[src/pcc_regs.svh]
`ifndef PCC_REGS_SVH
`define PCC_REGS_SVH
// ****************************************
// Register offsets (byte addresses = 4 x index)
// ****************************************
`define PCC_IDX_PLL 12'h010
`define PCC_IDX_ABL 12'h017
`define PCC_IDX_CAL 12'h018
`define PCC_IDX_VDIV 12'h1e0
`define PCC_IDX_ROUTE 12'h1e1
`define PCC_IDX_STAT 12'h1f0
`define PCC_IDX_COMMIT 12'h232
// ****************************************
// Field positions
// ****************************************
`define PCC_PWR_LSB 0
`define PCC_CPM_LSB 2
`define PCC_CUR_LSB 4
`define PCC_POL_BIT 7
`define PCC_ROUTE_BYP_BIT 0
`define PCC_ROUTE_VCO_BIT 1
// ****************************************
// Reset values
// ****************************************
`define PCC_RST_PLL 8'h01
`define PCC_RST_ABL 8'h00
`define PCC_RST_CAL 8'h00
`define PCC_RST_VDIV 8'h00
`define PCC_RST_ROUTE 8'h00
// ****************************************
// Codes and timing
// ****************************************
`define PCC_PWR_NORMAL 2'h0
`define PCC_PWR_DOWN 2'h1
`define PCC_CAL_TIME_US 100
`define PCC_CLK_MHZ 50
`define PCC_CAL_CYCLES (`PCC_CAL_TIME_US * `PCC_CLK_MHZ)
`endif

[src/pcc_pkg.sv]
package pcc_pkg;
   typedef enum logic [1:0] {PCC_CP_HIZ, PCC_CP_NORMAL, PCC_CP_UP, PCC_CP_DOWN} pcc_cp_mode_t;
   typedef enum {PCC_CAL_IDLE, PCC_CAL_RUN, PCC_CAL_DONE} pcc_cal_state_t;
endpackage

[src/pcc_vco_cal.sv]
`timescale 1ns/1ps
`default_nettype none
`include "pcc_regs.svh"
module pcc_vco_cal #(
   parameter int CAL_CYCLES = `PCC_CAL_CYCLES,
   parameter int BAND_W = 6
) (
   input wire logic ref_clk_in,
   input wire logic rst_in,
   input wire logic start_in,
   input wire logic [2:0] target_in,
   output logic busy_out,
   output logic done_out,
   output logic [BAND_W-1:0] band_out
);
   typedef struct packed {
      pcc_pkg::pcc_cal_state_t st;
      logic [31:0] cnt;
      logic [BAND_W-1:0] band;
   } pcc_cal_q_t;
   pcc_cal_q_t s_q, s_d;
   // ****************************************
   // Band selection sequence
   // ****************************************
   always_comb begin
      s_d = s_q;
      unique case (s_q.st)
         pcc_pkg::PCC_CAL_IDLE, pcc_pkg::PCC_CAL_DONE: begin
            if (start_in) begin
               s_d.st = pcc_pkg::PCC_CAL_RUN;
               s_d.cnt = 32'h0;
               s_d.band = '0;
            end
         end
         pcc_pkg::PCC_CAL_RUN: begin
            s_d.cnt = s_q.cnt + 32'h1;
            if (s_q.cnt >= 32'(CAL_CYCLES - 1)) begin
               s_d.st = pcc_pkg::PCC_CAL_DONE;
               s_d.band = BAND_W'({target_in, 3'h0});
            end
         end
      endcase
   end
   always_ff @(posedge ref_clk_in) begin
      if (rst_in) begin
         s_q.st <= pcc_pkg::PCC_CAL_IDLE;
         s_q.cnt <= 32'h0;
         s_q.band <= '0;
      end else begin
         s_q <= s_d;
      end
   end
   assign busy_out = (s_q.st == pcc_pkg::PCC_CAL_RUN);
   assign done_out = (s_q.st == pcc_pkg::PCC_CAL_DONE);
   assign band_out = s_q.band;
endmodule // pcc_vco_cal
`default_nettype wire

[src/pcc_top.sv]
// Chosen here: the APB slave port.
`timescale 1ns/1ps
`default_nettype none
`include "pcc_regs.svh"
// Function
// - Power field 01 holds the PLL in power-down, and this is its reset value.
// - Power field 00 runs the PLL; the pump is active only when the pump mode field is not 00.
// - The bypass bit resets to 0 so distribution uses the divider output.
// - Source bit 0 routes the external clock input to distribution, also at reset.
// - Polarity bit 0 is positive and 1 is negative.
// - Polarity applies only when the external oscillator is in use.
// - A two-bit field sets the antibacklash pulse width.
// - Pump current has eight steps from lowest to highest.
// - Calibration picks the oscillator band for the programmed target.
module pcc_top #(
   parameter int CAL_CYCLES = `PCC_CAL_CYCLES
) (
   input wire logic ref_clk_in,
   input wire logic rst_in,
   input wire logic psel_in,
   input wire logic penable_in,
   input wire logic pwrite_in,
   input wire logic [13:0] paddr_in,
   input wire logic [31:0] pwdata_in,
   input wire logic [3:0] pstrb_in,
   output logic [31:0] prdata_out,
   output logic pready_out,
   output logic pslverr_out,
   output logic pll_powered_out,
   output logic pll_powerdown_out,
   output logic pump_active_out,
   output logic [1:0] pump_mode_out,
   output logic [2:0] pump_current_setting_out,
   output logic pfd_invert_out,
   output logic [1:0] antibacklash_width_out,
   output logic [2:0] vco_div_ratio_out,
   output logic dist_bypass_divider_out,
   output logic dist_src_vco_out,
   output logic cal_busy_out,
   output logic [5:0] vco_band_out
);
   // ****************************************
   // State
   // ****************************************
   typedef struct packed {
      logic [7:0] pll;
      logic [7:0] abl;
      logic [7:0] cal;
      logic [7:0] vdiv;
      logic [7:0] route;
      logic cal_armed;
      logic [31:0] rdata;
      logic [7:0] outs_pll;
      logic [7:0] outs_route;
      logic [7:0] outs_vdiv;
      logic [7:0] outs_abl;
      logic cal_start;
   } pcc_state_t;
   pcc_state_t s_q, s_d;
   logic cal_busy, cal_done;
   logic [5:0] cal_band;
   logic acc, wr_en, rd_en, mapped;
   logic [11:0] idx;
   // ****************************************
   // Bus decode
   // ****************************************
   assign idx = paddr_in[13:2];
   assign acc = psel_in && penable_in;
   assign wr_en = acc && pwrite_in && pstrb_in[0];
   // Read data is loaded at the setup edge so it stands in the access cycle
   assign rd_en = psel_in && !penable_in && !pwrite_in;
   always_comb begin
      unique case (idx)
         `PCC_IDX_PLL, `PCC_IDX_ABL, `PCC_IDX_CAL, `PCC_IDX_VDIV, `PCC_IDX_ROUTE, `PCC_IDX_STAT,
         `PCC_IDX_COMMIT: mapped = 1'b1;
         default: mapped = 1'b0;
      endcase
   end
   // ****************************************
   // Register and commit logic
   // ****************************************
   always_comb begin
      s_d = s_q;
      s_d.cal_start = 1'b0;
      if (wr_en && mapped) begin
         unique case (idx)
            `PCC_IDX_PLL: s_d.pll = pwdata_in[7:0];
            `PCC_IDX_ABL: s_d.abl = pwdata_in[7:0];
            `PCC_IDX_CAL: s_d.cal = pwdata_in[7:0];
            `PCC_IDX_VDIV: s_d.vdiv = pwdata_in[7:0];
            `PCC_IDX_ROUTE: s_d.route = pwdata_in[7:0];
            `PCC_IDX_COMMIT: begin
               if (pwdata_in[0]) begin
                  s_d.outs_pll = s_q.pll;
                  s_d.outs_abl = s_q.abl;
                  s_d.outs_vdiv = s_q.vdiv;
                  s_d.outs_route = s_q.route;
                  // Calibration starts on rising commit of the cal bit
                  if (s_q.cal[0] && !s_q.cal_armed) begin
                     s_d.cal_start = 1'b1;
                     s_d.cal_armed = 1'b1;
                  end else if (!s_q.cal[0]) begin
                     s_d.cal_armed = 1'b0;
                  end
               end
            end
            default: ;
         endcase
      end
      if (rd_en) begin
         unique case (idx)
            `PCC_IDX_PLL: s_d.rdata = {24'h0, s_q.pll};
            `PCC_IDX_ABL: s_d.rdata = {24'h0, s_q.abl};
            `PCC_IDX_CAL: s_d.rdata = {24'h0, s_q.cal};
            `PCC_IDX_VDIV: s_d.rdata = {24'h0, s_q.vdiv};
            `PCC_IDX_ROUTE: s_d.rdata = {24'h0, s_q.route};
            `PCC_IDX_STAT: s_d.rdata = {24'h0, cal_band, cal_done, cal_busy};
            default: s_d.rdata = 32'h0;
         endcase
      end
   end
   always_ff @(posedge ref_clk_in) begin
      if (rst_in) begin
         s_q.pll <= `PCC_RST_PLL;
         s_q.abl <= `PCC_RST_ABL;
         s_q.cal <= `PCC_RST_CAL;
         s_q.vdiv <= `PCC_RST_VDIV;
         s_q.route <= `PCC_RST_ROUTE;
         s_q.cal_armed <= 1'b0;
         s_q.rdata <= 32'h0;
         s_q.outs_pll <= `PCC_RST_PLL;
         s_q.outs_abl <= `PCC_RST_ABL;
         s_q.outs_vdiv <= `PCC_RST_VDIV;
         s_q.outs_route <= `PCC_RST_ROUTE;
         s_q.cal_start <= 1'b0;
      end else begin
         s_q <= s_d;
      end
   end
   // ****************************************
   // Calibration engine
   // ****************************************
   pcc_vco_cal #(
      .CAL_CYCLES(CAL_CYCLES),
      .BAND_W(6)
   ) u_cal (
      .ref_clk_in(ref_clk_in),
      .rst_in(rst_in),
      .start_in(s_q.cal_start),
      .target_in(s_q.outs_vdiv[2:0]),
      .busy_out(cal_busy),
      .done_out(cal_done),
      .band_out(cal_band)
   );
   // ****************************************
   // Outputs
   // ****************************************
   assign prdata_out = s_q.rdata;
   assign pready_out = 1'b1;
   assign pslverr_out = acc && !mapped;
   assign pll_powerdown_out = (s_q.outs_pll[1:0] == `PCC_PWR_DOWN);
   assign pll_powered_out = (s_q.outs_pll[1:0] == `PCC_PWR_NORMAL);
   assign pump_active_out = pll_powered_out && (s_q.outs_pll[3:2] != 2'h0);
   assign pump_mode_out = s_q.outs_pll[`PCC_CPM_LSB +: 2];
   assign pump_current_setting_out = s_q.outs_pll[`PCC_CUR_LSB +: 3];
   // Polarity ignored with the internal oscillator
   assign pfd_invert_out = s_q.outs_pll[`PCC_POL_BIT] && !s_q.outs_route[`PCC_ROUTE_VCO_BIT];
   assign antibacklash_width_out = s_q.outs_abl[1:0];
   assign vco_div_ratio_out = s_q.outs_vdiv[2:0];
   assign dist_bypass_divider_out = s_q.outs_route[`PCC_ROUTE_BYP_BIT];
   assign dist_src_vco_out = s_q.outs_route[`PCC_ROUTE_VCO_BIT];
   assign cal_busy_out = cal_busy;
   assign vco_band_out = cal_band;
endmodule // pcc_top
`default_nettype wire

[config.mk]
export PLATFORM = sky130hd
export DESIGN_NAME = pcc_top
export DESIGN_NICKNAME = d
export VERILOG_FILES = /design/src/pcc_pkg.sv /design/src/pcc_vco_cal.sv /design/src/pcc_top.sv
export VERILOG_INCLUDE_DIRS = /design/src
export SDC_FILE = /design/constraint.sdc
export NUM_CORES = 1
export LEC_CHECK = 0
export ABC_CLOCK_PERIOD_IN_PS = 3150
export BUFFER_PORTS_ARGS = -buffer_cell sky130_fd_sc_hd__buf_2
export CAP_MARGIN = 5
export CORE_UTILIZATION = 53
export DETAILED_ROUTE_END_ITERATION = 12
export PLACE_DENSITY = 0.87
export SKIP_LAST_GASP = 1
export SLEW_MARGIN = 20
export SYNTH_ARGS = -nofsm -noshare
export SYNTH_HDL_FRONTEND = slang
export SYNTH_SLANG_ARGS = --single-unit
export TNS_END_PERCENT = 5
[constraint.sdc]
create_clock -name ref_clk_in -period 3.15 [get_ports ref_clk_in]
set_input_delay 0.4725 -clock ref_clk_in [delete_from_list [all_inputs] [get_ports ref_clk_in]]
set_output_delay 0.4725 -clock ref_clk_in [all_outputs]
set_load 0.02 [all_outputs]
==> run_results.csv, run 1 <==
group,metric,value,unit
run_status,status,"completed",
route,drc_errors,0,
synth,synth_cells,625,
clocking,numClockSinks,102,
die,coreArea,9330,um^2
setup_path,max_stage_delay,0.69,ns
route,drt_iter0_drc,462,
timing,hold_viol,0,
setup_path,critical_path.top_delay_family,"simple AND/OR/NAND/NOR gates",
placement,io_buffers,54,
synth,synth_top_area_share,39.6,%
clocking,root_buffer,"clkbuf_8",
grt,grt_pass1_wl,19400,um
die,die_w,101,um
timing,worst_pin_slew,0.993,ns
setup_path,path_buf_inv,2,
setup_path,required,2.68,ns
synth,post_synth_and_or_nand_nor_area_fraction,24.9,%
hold_path,hp-start,"pwdata_in[1]",
layout,nets,701,
synth,async_flop_share,0,%
grt,antenna_found_initial,0,
clocking,htree_levels,3,
die,dieArea,10100,um^2
synth,ys_types,57,
clocking,cts_setup_buffers,0,
layout,multi_input_area,2690,um^2
timing,setup_tns,0,ns
synth,synthTopCellsByArea,"dfxtp_1 40%, mux2i_1 7.8%, buf_4 7.3%",
synth,synth_xor_area_share,0.509,%
route,wl,11800,um
synth,muxShareOfSynthArea,7.76,%
synth,synth_area_per_cell,8.26,um^2
timing,fin_crit_sh,83.6,%
grt,grt_use_total,23.9,%
setup_path,crit_path_start_kind,"input pin",
setup_path,critPathSlowestCell,"or4b_1",
layout,diodes,0,
route,viasPerCell,5.90,
synth,yosys.cell_count.top_type,"dfxtp_1",
synth,synth_compound_area_share,16.4,%
run,maxCapViolCount,0,
synth,netlist.top_cell.by_area,"dfxtp_1",
grt,grt_pass1_vias,4023,
clocking,cts-resized-gates,0,
clocking,cts_buffers,9,
clocking,hold_buffers,0,
die,start_util,55.3,%
die,num_rows,35,
layout,fin_cells,779,
clocking,cts_tree,"yes",
placement,place_hpwl,8220,um
synth,netlist_area,5160,um^2
layout,fin_util,59.2,%
timing,skew,0.0133,ns
route,wl_per_cell,15.2,um
synth,synth-seq-cells,102,
synth,synth_top_family_by_area,"simple AND/OR/NAND/NOR gates",
setup_path,worstSetupEndpointType,"output port",
grt,gr-total-overflow,0,
die,die_h,101,um
clocking,clock_latency,0.37,ns
layout,n_fill_cell,816,
synth,synth-edff-count,0,
setup_path,path_class,"in -> out",
layout,syn_to_final_growth,6.93,%
clocking,clock_path_buffers,2,
timing,slew_viol_final,0,
setup_path,r2r_start,"u_cal.s_q[18]$_SDFFE_PP0P_",
power_and_ir_drop,worst_ir_drop_vdd,0.000204,V
synth,yosysWarnings,0,
layout,register_area,2040,um^2
setup_path,arrival,2.16,ns
route,antenna_left,0,
power_and_ir_drop,p_per_area,431,nW/um^2
setup_path,cp_common_cell,"buf_2",
timing,timing.fmax,0.380,GHz
layout,drive_gt1_share,14.0,%
hold_path,hold_class,"in -> reg",
placement,gpl.final_weighted_congestion,0.885,
timing,rsz0062_at_grt,"false",
route,drt_first_pass_iters,5,
die,ios,112,
setup_path,crit_start,"paddr_in[10]",
placement,placedCellCount,763,
timing,slew_headroom,33.6,%
synth,ys_seq_area_share,39.6,%
synth,yosys.area_share.adder,0.242,%
setup_path,path_max_fanout,7,
synth,dominantRegCellSynth,"dfxtp_1",
grt,grt_max_degree,79,
timing,fin_crit,2.63,ns
clocking,path_clk_slew,0.11,ns
setup_path,crit_path_cell_trace,"buf_2 -> or4b_1 -> nor4_1 -> and4b_1 -> buf_2",
timing,setup_violations,0,
route,via_count,4599,
synth,synth_commonest_cells,"102 x dfxtp_1, 68 x nor2_1, 51 x nand2_1, 50 x buf_4, 44 x a21oi_1",
power_and_ir_drop,leakagePower,1.98,nW
## state kept, by name, indices dropped and copies added (netlist names)
| signal | flops |
|---|---|
| antibacklash_width_out | 2 |
| dist_bypass_divider_out | 1 |
| dist_src_vco_out | 1 |
| prdata_out | 8 |
| pump_current_setting_out | 3 |
| pump_mode_out | 2 |
| s_q | 45 |
| u_cal.band_out | 3 |
| u_cal.s_q | 34 |
| vco_div_ratio_out | 3 |
## tightest hold or removal path, cell delays in order
cell	delay, ns
buf_2	0.14
nand3_1	0.07
a21oi_1	0.06
## path summary, 6_finish.rpt
path                                                   end  slack (ns)  depth (start not counted)
worst max-delay path                           pslverr_out        0.52                          5
worst min-delay path                  s_q[67]$_SDFFE_PP0P_        0.40                          3
worst min register to register           s_q[0]$_SDFF_PP0_        0.43                          1
worst max register to register  u_cal.s_q[33]$_SDFFE_PP0P_        0.83                          5
## layout by cell type (no fill, tap or decap), types with 10 or more instances in the layout
| cell type | instances |
|---|---|
| a311oi_1 | 10 |
| buf_4 | 13 |
| nor3_1 | 12 |
| dfxtp_1 | 102 |
| mux2i_1 | 40 |
| o21ai_0 | 23 |
| nand3_1 | 43 |
| or3_1 | 10 |
| nand4_1 | 12 |
| nor4_1 | 11 |
| conb_1 | 28 |
| buf_2 | 54 |
| nand2_1 | 51 |
| nor2_1 | 68 |
| a21oi_1 | 44 |
## cell families after synthesis
group / count (synthesis)
multiplexers: 40
buffers and inverters: 93
other: 2
XOR/XNOR: 3
AO/OA/AOI/OAI: 130
adder cells (fa/ha/maj): 1
flip-flops: 102
AND/OR/NAND/NOR: 254
## cell type report
class / instances / share of cell area [%]
clock buffer: 9 / 2.24
multi-input combinational: 456 / 48.7
sequential: 102 / 37.0
clock inverter: 7 / 1.86
tap: 129 / 2.92
timing repair buffer: 67 / 6.66
inverter: 9 / 0.612
## per-stage QoR
stage	hold WS, ns	power (mW)	setup slack, ns	area [um^2]
4_1_cts	0.396	2.39	0.568	5520
2_1_floorplan	0.397	1.47	0.795	5260
3_5_place_dp	0.418	1.50	0.454	5290
5_1_grt	0.396	2.46	0.467	5520
6_report	0.402	2.38	0.518	5520
3_3_place_gp	0.409	1.49	0.474	5290
## routing by layer
layer	wire length, um	vias to the layer above	track usage (%)	part of all wire, %
li1	-	2227	-	-
met1	5460	2149	33.5	46
met2	5390	199	36.7	46
met3	757	24	3.88	6.4
met4	225	0	9.14	1.9
met5	0	-	0	0
## power by group
group	total (mW)	switching [mW]	leakage (nW)	internal, mW
registers	1.30	0.00463	0.822	1.29
clock network	0.905	0.509	0.113	0.396
logic	0.173	0.130	1.04	0.0425
Note: power is estimated with default switching activity, not from simulation.
==> inputs of run 2 (changes only) <==
ABC_CLOCK_PERIOD_IN_PS = 2300   (was 3150)
CORE_UTILIZATION = 49   (was 53)
PLACE_DENSITY = 0.85   (was 0.87)
clock period = 2.3 ns   (was 3.15 ns; I/O delays follow)
==> run 2 against run 1 <==
Via count grew 3.4%. Design area increased by 1.7%. Setup slack got worse by 0.45 ns. Total power rose by 32%. Global-route usage fell by 1.4 points. Sequential share of layout area down 0.63 points. Sequential power rose by 37%. Combinational power grew 44%. Non-clock buffer count up 12. Count of clock-buffer cells in the layout unchanged. Critical path depth rose by 1. Critical path type unchanged.
==> run_results.csv, run 2 (synthesized netlist as in run 1, its figures left out) <==
group,metric,value,unit
run_status,status,"completed",
setup_path,crit_path_start_kind,"input pin",
power_and_ir_drop,worst_ir_drop_vdd,0.000259,V
timing,fin_crit_sh,97.2,%
clocking,clock_latency,0.38,ns
die,num_rows,37,
die,die_h,105,um
timing,slew_viol_final,0,
timing,skew,0.0146,ns
layout,drive_gt1_share,15.9,%
layout,syn_to_final_growth,8.77,%
timing,worst_pin_slew,0.593,ns
setup_path,max_stage_delay,0.54,ns
route,drt_first_pass_iters,6,
route,drt_iter0_drc,471,
setup_path,path_class,"in -> out",
layout,largest_reg_flops,45,
timing,fin_crit,2.24,ns
setup_path,required,1.96,ns
layout,largest-register,"s_q",
timing,setup_ws,0.0650,ns
grt,gr-total-overflow,0,
placement,placed_area,5420,um^2
timing,timing.fmax,0.447,GHz
placement,place_hpwl,8690,um
clocking,root_buffer,"clkbuf_8",
clocking,hold_buffers,0,
grt,antenna_found_initial,0,
setup_path,critical_path.top_delay_family,"simple AND/OR/NAND/NOR gates",
route,drc_errors,0,
route,wl,12400,um
grt,grt_pass1_wl,20200,um
timing,hold_viol,0,
placement,gpl.final_weighted_congestion,0.922,
grt,grt_max_degree,60,
layout,n_fill_cell,926,
setup_path,worstSetupEndpointType,"output port",
hold_path,hold_class,"in -> reg",
clocking,cts_buffers,9,
clocking,htree_levels,3,
layout,final_common_cell,"dfxtp_1",
timing,rsz0062_at_grt,"true",
layout,final_cell_mix,"102 x dfxtp_1, 68 x nor2_1, 54 x buf_2",
timing,setup_violations,0,
power_and_ir_drop,p_per_area,559,nW/um^2
route,wl_per_cell,15.5,um
clocking,clock_path_buffers,2,
route,antenna_left,0,
placement,dp_slack,-0.0452,ns
layout,nets,713,
die,ios,112,
grt,grt_use_total,22.5,%
run,maxCapViolCount,0,
route,viasPerCell,5.96,
layout,post-route-cell-area,5620,um^2
clocking,numClockSinks,102,
clocking,cts_tree,"yes",
power_and_ir_drop,leakagePower,2.03,nW
setup_path,ff2ff_setup_slack,0.18,ns
grt,grt_pass1_vias,4136,
setup_path,arrival,1.89,ns
setup_path,cp_common_cell,"buf_2",
placement,io_buffers,54,
timing,setup_tns,0,ns
setup_path,path_buf_inv,3,
clocking,path_clk_slew,0.11,ns
setup_path,crit_path_cell_trace,"buf_2 -> or4b_1 -> buf_4 -> nor4_2 -> and4b_1 -> buf_2",
layout,diodes,0,
route,via_count,4757,
setup_path,path_max_fanout,6,
die,dieArea,11000,um^2
die,die_w,105,um
die,start_util,50.2,%
die,coreArea,10300,um^2
setup_path,critPathSlowestCell,"or4b_1",
timing,slew_headroom,60.5,%
run 2: timing repair:
action / 4_1_cts / 5_1_grt
resized for setup: 1 / 1
setup endpoints to repair: 1 / 3
pin swaps: 0 / 0
gates cloned: 0 / 0
endpoints found under the hold margin: 0 / 0
setup buffers: 0 / 0
run 2: worst register-to-register path, delay by kind of cell, from the launching register on:
| family | cells | cell delay, ns |
|---|---|---|
| fa+ha+maj | 1 | 0.25 |
| compound gates | 2 | 0.50 |
| buf+inv | 1 | 0.22 |
| flops | 1 | 0.41 |
| simple gates | 3 | 0.64 |
run 2: routing by layer:
layer  up-vias  wire length [um]  GRT usage, %
met3        36               846          2.68
met5         -                 0             0
met2       214              5540          33.4
met4         0               317          10.9
li1       2254                 -             -
met1      2253              5650          32.1
run 2: final cells by class:
| cell class | instances | area, um^2 | area share, % |
|---|---|---|---|
| tap | 136 | 170 | 3.03 |
| sequential | 102 | 2040 | 36.4 |
| timing repair buffer | 79 | 483 | 8.60 |
| multi-input combinational | 456 | 2700 | 48.0 |
| clock buffer | 9 | 124 | 2.21 |
| inverter | 9 | 33.8 | 0.602 |
| clock inverter | 7 | 66.3 | 1.18 |
run 2: metrics by stage:
step	utilization, %	hold slack (ns)	std cells	power [mW]
final	54.6	0.269	798	3.14
after detailed placement	52.7	0.419	782	2.06
after floorplan	-	0.397	651	2.02
after global routing	54.6	0.253	798	3.24
after CTS	54.6	0.249	798	3.15
after global placement	52.7	0.409	782	2.05
run 2: where the power goes:
group / total (mW) / switching, mW / internal, mW / leakage, nW
clock network: 1.11 / 0.691 / 0.420 / 0.0953
registers: 1.78 / 0.00607 / 1.77 / 0.822
logic: 0.249 / 0.184 / 0.0650 / 1.11
run 2: worst paths after layout:
check                                               start                         end  cells after the start
worst min-delay path                         pwdata_in[4]        s_q[70]$_SDFFE_PP0P_                      3
worst max-delay path                         paddr_in[10]                 pslverr_out                      6
worst max register to register  u_cal.s_q[6]$_SDFFE_PP0P_  u_cal.s_q[30]$_SDFFE_PP0P_                      7
worst min register to register       s_q[65]$_SDFFE_PP0P_           s_q[0]$_SDFF_PP0_                      1
==> inputs of run 3 (changes only) <==
REMOVE_ABC_BUFFERS = 1   (was not set)
==> run 3 against run 2 <==
Cell count decreased by 0.13%. Clock power hardly changed. Critical path type unchanged. Routed wire length fell by 0.53%. Utilization rose by 0.19 points. Critical endpoint unchanged. Sequential cell count stayed put. Clock skew increased by 0.0014 ns. Die area unchanged. Hold slack worse by 0.0055 ns.
==> run_results.csv, run 3 (synthesized netlist as in run 1, its figures left out) <==
group,metric,value,unit
timing,hold_slack,0.264,ns
placement,dp_slack,-0.0750,ns
layout,largest-register,"s_q",
layout,syn_to_final_growth,9.16,%
layout,fin_cells,797,
timing,slew_viol_final,0,
timing,setup_ws,0.0887,ns
power_and_ir_drop,worst_ir_drop_vdd,0.000483,V
route,via_count,4736,
timing,timing.fmax,0.452,GHz
grt,grt_pass1_vias,4251,
setup_path,ff2ff_setup_slack,0.10,ns
placement,placedCellCount,781,
die,die_w,105,um
hold_path,worst_hold_path.endpoint,"s_q[72]$_SDFFE_PP0P_",
die,coreArea,10300,um^2
hold_path,hold_path_depth,3,
setup_path,rr_worst_depth,7,
grt,gr-total-overflow,0,
setup_path,r2r_start,"u_cal.s_q[6]$_SDFFE_PP0P_",
layout,largest_reg_flops,45,
timing,rsz0062_at_grt,"false",
grt,grt_max_degree,84,
grt,antenna_found_initial,0,
clocking,clock_latency,0.39,ns
timing,slew_headroom,65.0,%
setup_path,max_stage_delay,0.55,ns
setup_path,arrival,1.87,ns
clocking,clock_path_buffers,2,
layout,diodes,0,
timing,hold_viol,0,
grt,grt_pass1_wl,20000,um
placement,place_hpwl,8650,um
route,wl_per_cell,15.4,um
power_and_ir_drop,power,3.13,mW
die,dieArea,11000,um^2
clocking,cts_tree,"yes",
timing,setup_violations,0,
route,viasPerCell,5.94,
layout,post-route-cell-area,5640,um^2
clocking,htree_levels,3,
clocking,cts_buffers,9,
hold_path,hold_class,"in -> reg",
power_and_ir_drop,leakagePower,2.03,nW
timing,skew,0.0160,ns
layout,final_common_cell,"dfxtp_1",
setup_path,critical_path.top_delay_family,"simple AND/OR/NAND/NOR gates",
timing,setup_tns,0,ns
setup_path,path_buf_inv,2,
timing,fin_crit,2.21,ns
hold_path,hp-start,"pwdata_in[6]",
layout,drive_gt1_share,15.7,%
setup_path,crit_path_cell_trace,"buf_2 -> or4b_4 -> nor4_2 -> and4b_1 -> buf_2",
setup_path,cp_common_cell,"buf_2",
setup_path,crit_path_start_kind,"input pin",
placement,gpl.final_weighted_congestion,0.934,
layout,fin_util,54.8,%
layout,final_cell_mix,"102 x dfxtp_1, 68 x nor2_1, 54 x buf_2",
setup_path,path_class,"in -> out",
route,drt_first_pass_iters,9,
timing,fin_crit_sh,96.1,%
power_and_ir_drop,p_per_area,555,nW/um^2
setup_path,worstSetupEndpointType,"output port",
clocking,numClockSinks,102,
route,drt_iter0_drc,503,
setup_path,path_max_fanout,3,
grt,grt_use_total,22.5,%
die,ios,112,
timing,worst_pin_slew,0.521,ns
layout,nets,712,
route,antenna_left,0,
route,wl,12300,um
clocking,path_clk_slew,0.10,ns
placement,placed_area,5440,um^2
run,maxCapViolCount,0,
clocking,root_buffer,"clkbuf_8",
route,drc_errors,0,
placement,io_buffers,54,
setup_path,r2r_end,"u_cal.s_q[36]$_SDFFE_PP0P_",
setup_path,required,1.96,ns
setup_path,critPathSlowestCell,"or4b_4",
die,num_rows,37,
die,die_h,105,um
die,start_util,50.2,%
run_status,status,"completed",
==> run 3: what timing repair did <==
action | CTS | global route
buffers inserted | 0 | 0
gates resized for setup | 1 | 1
setup endpoints to repair | 1 | 1
hold buffers | 0 | 0
==> run 3: worst max-delay path by stage <==
stage	slack (ns)	cells past startpoint	to	start
floorplan	-0.51	5	s_q[92]$_SDFFE_PP0P_	paddr_in[10]
global placement	-0.06	8	antibacklash_width_out[0]$_SDFFE_PP0P_	paddr_in[10]
detailed placement	-0.08	7	s_q[88]$_SDFFE_PP0P_	paddr_in[10]
CTS	0.04	7	pslverr_out	paddr_in[10]
global route	0.01	7	u_cal.s_q[34]$_SDFFE_PP0P_	u_cal.s_q[6]$_SDFFE_PP0P_
finish	0.09	5	pslverr_out	paddr_in[10]
==> run 3: final cells by class <==
cell class                      instances  area [um^2]
Clock buffer                            9          124
Clock inverter                          7         66.3
Fill cell                             930         4640
Inverter                                9         33.8
Multi-Input combinational cell        456         2700
Sequential cell                       102         2040
Tap cell                              136          170
Timing Repair Buffer                   78          500
==> run 3: worst min-delay path, cell delays in order <==
cell,delay [ns]
buf_2,0.14
nand3_1,0.07
a21oi_1,0.06
==> run 3: routing by layer <==
metal	GRT usage [%]	vias to the layer above	share of wire (%)
met4	8.55	0	2.0
met5	0	-	0
met2	37.0	230	49
li1	-	2251	-
met3	5.68	26	7.7
met1	28.2	2229	42
==> run 3: report_power, final <==
group,internal (mW),switching (mW)
logic,0.0663,0.180
clock network,0.419,0.681
registers,1.77,0.00762
total,2.26,0.869
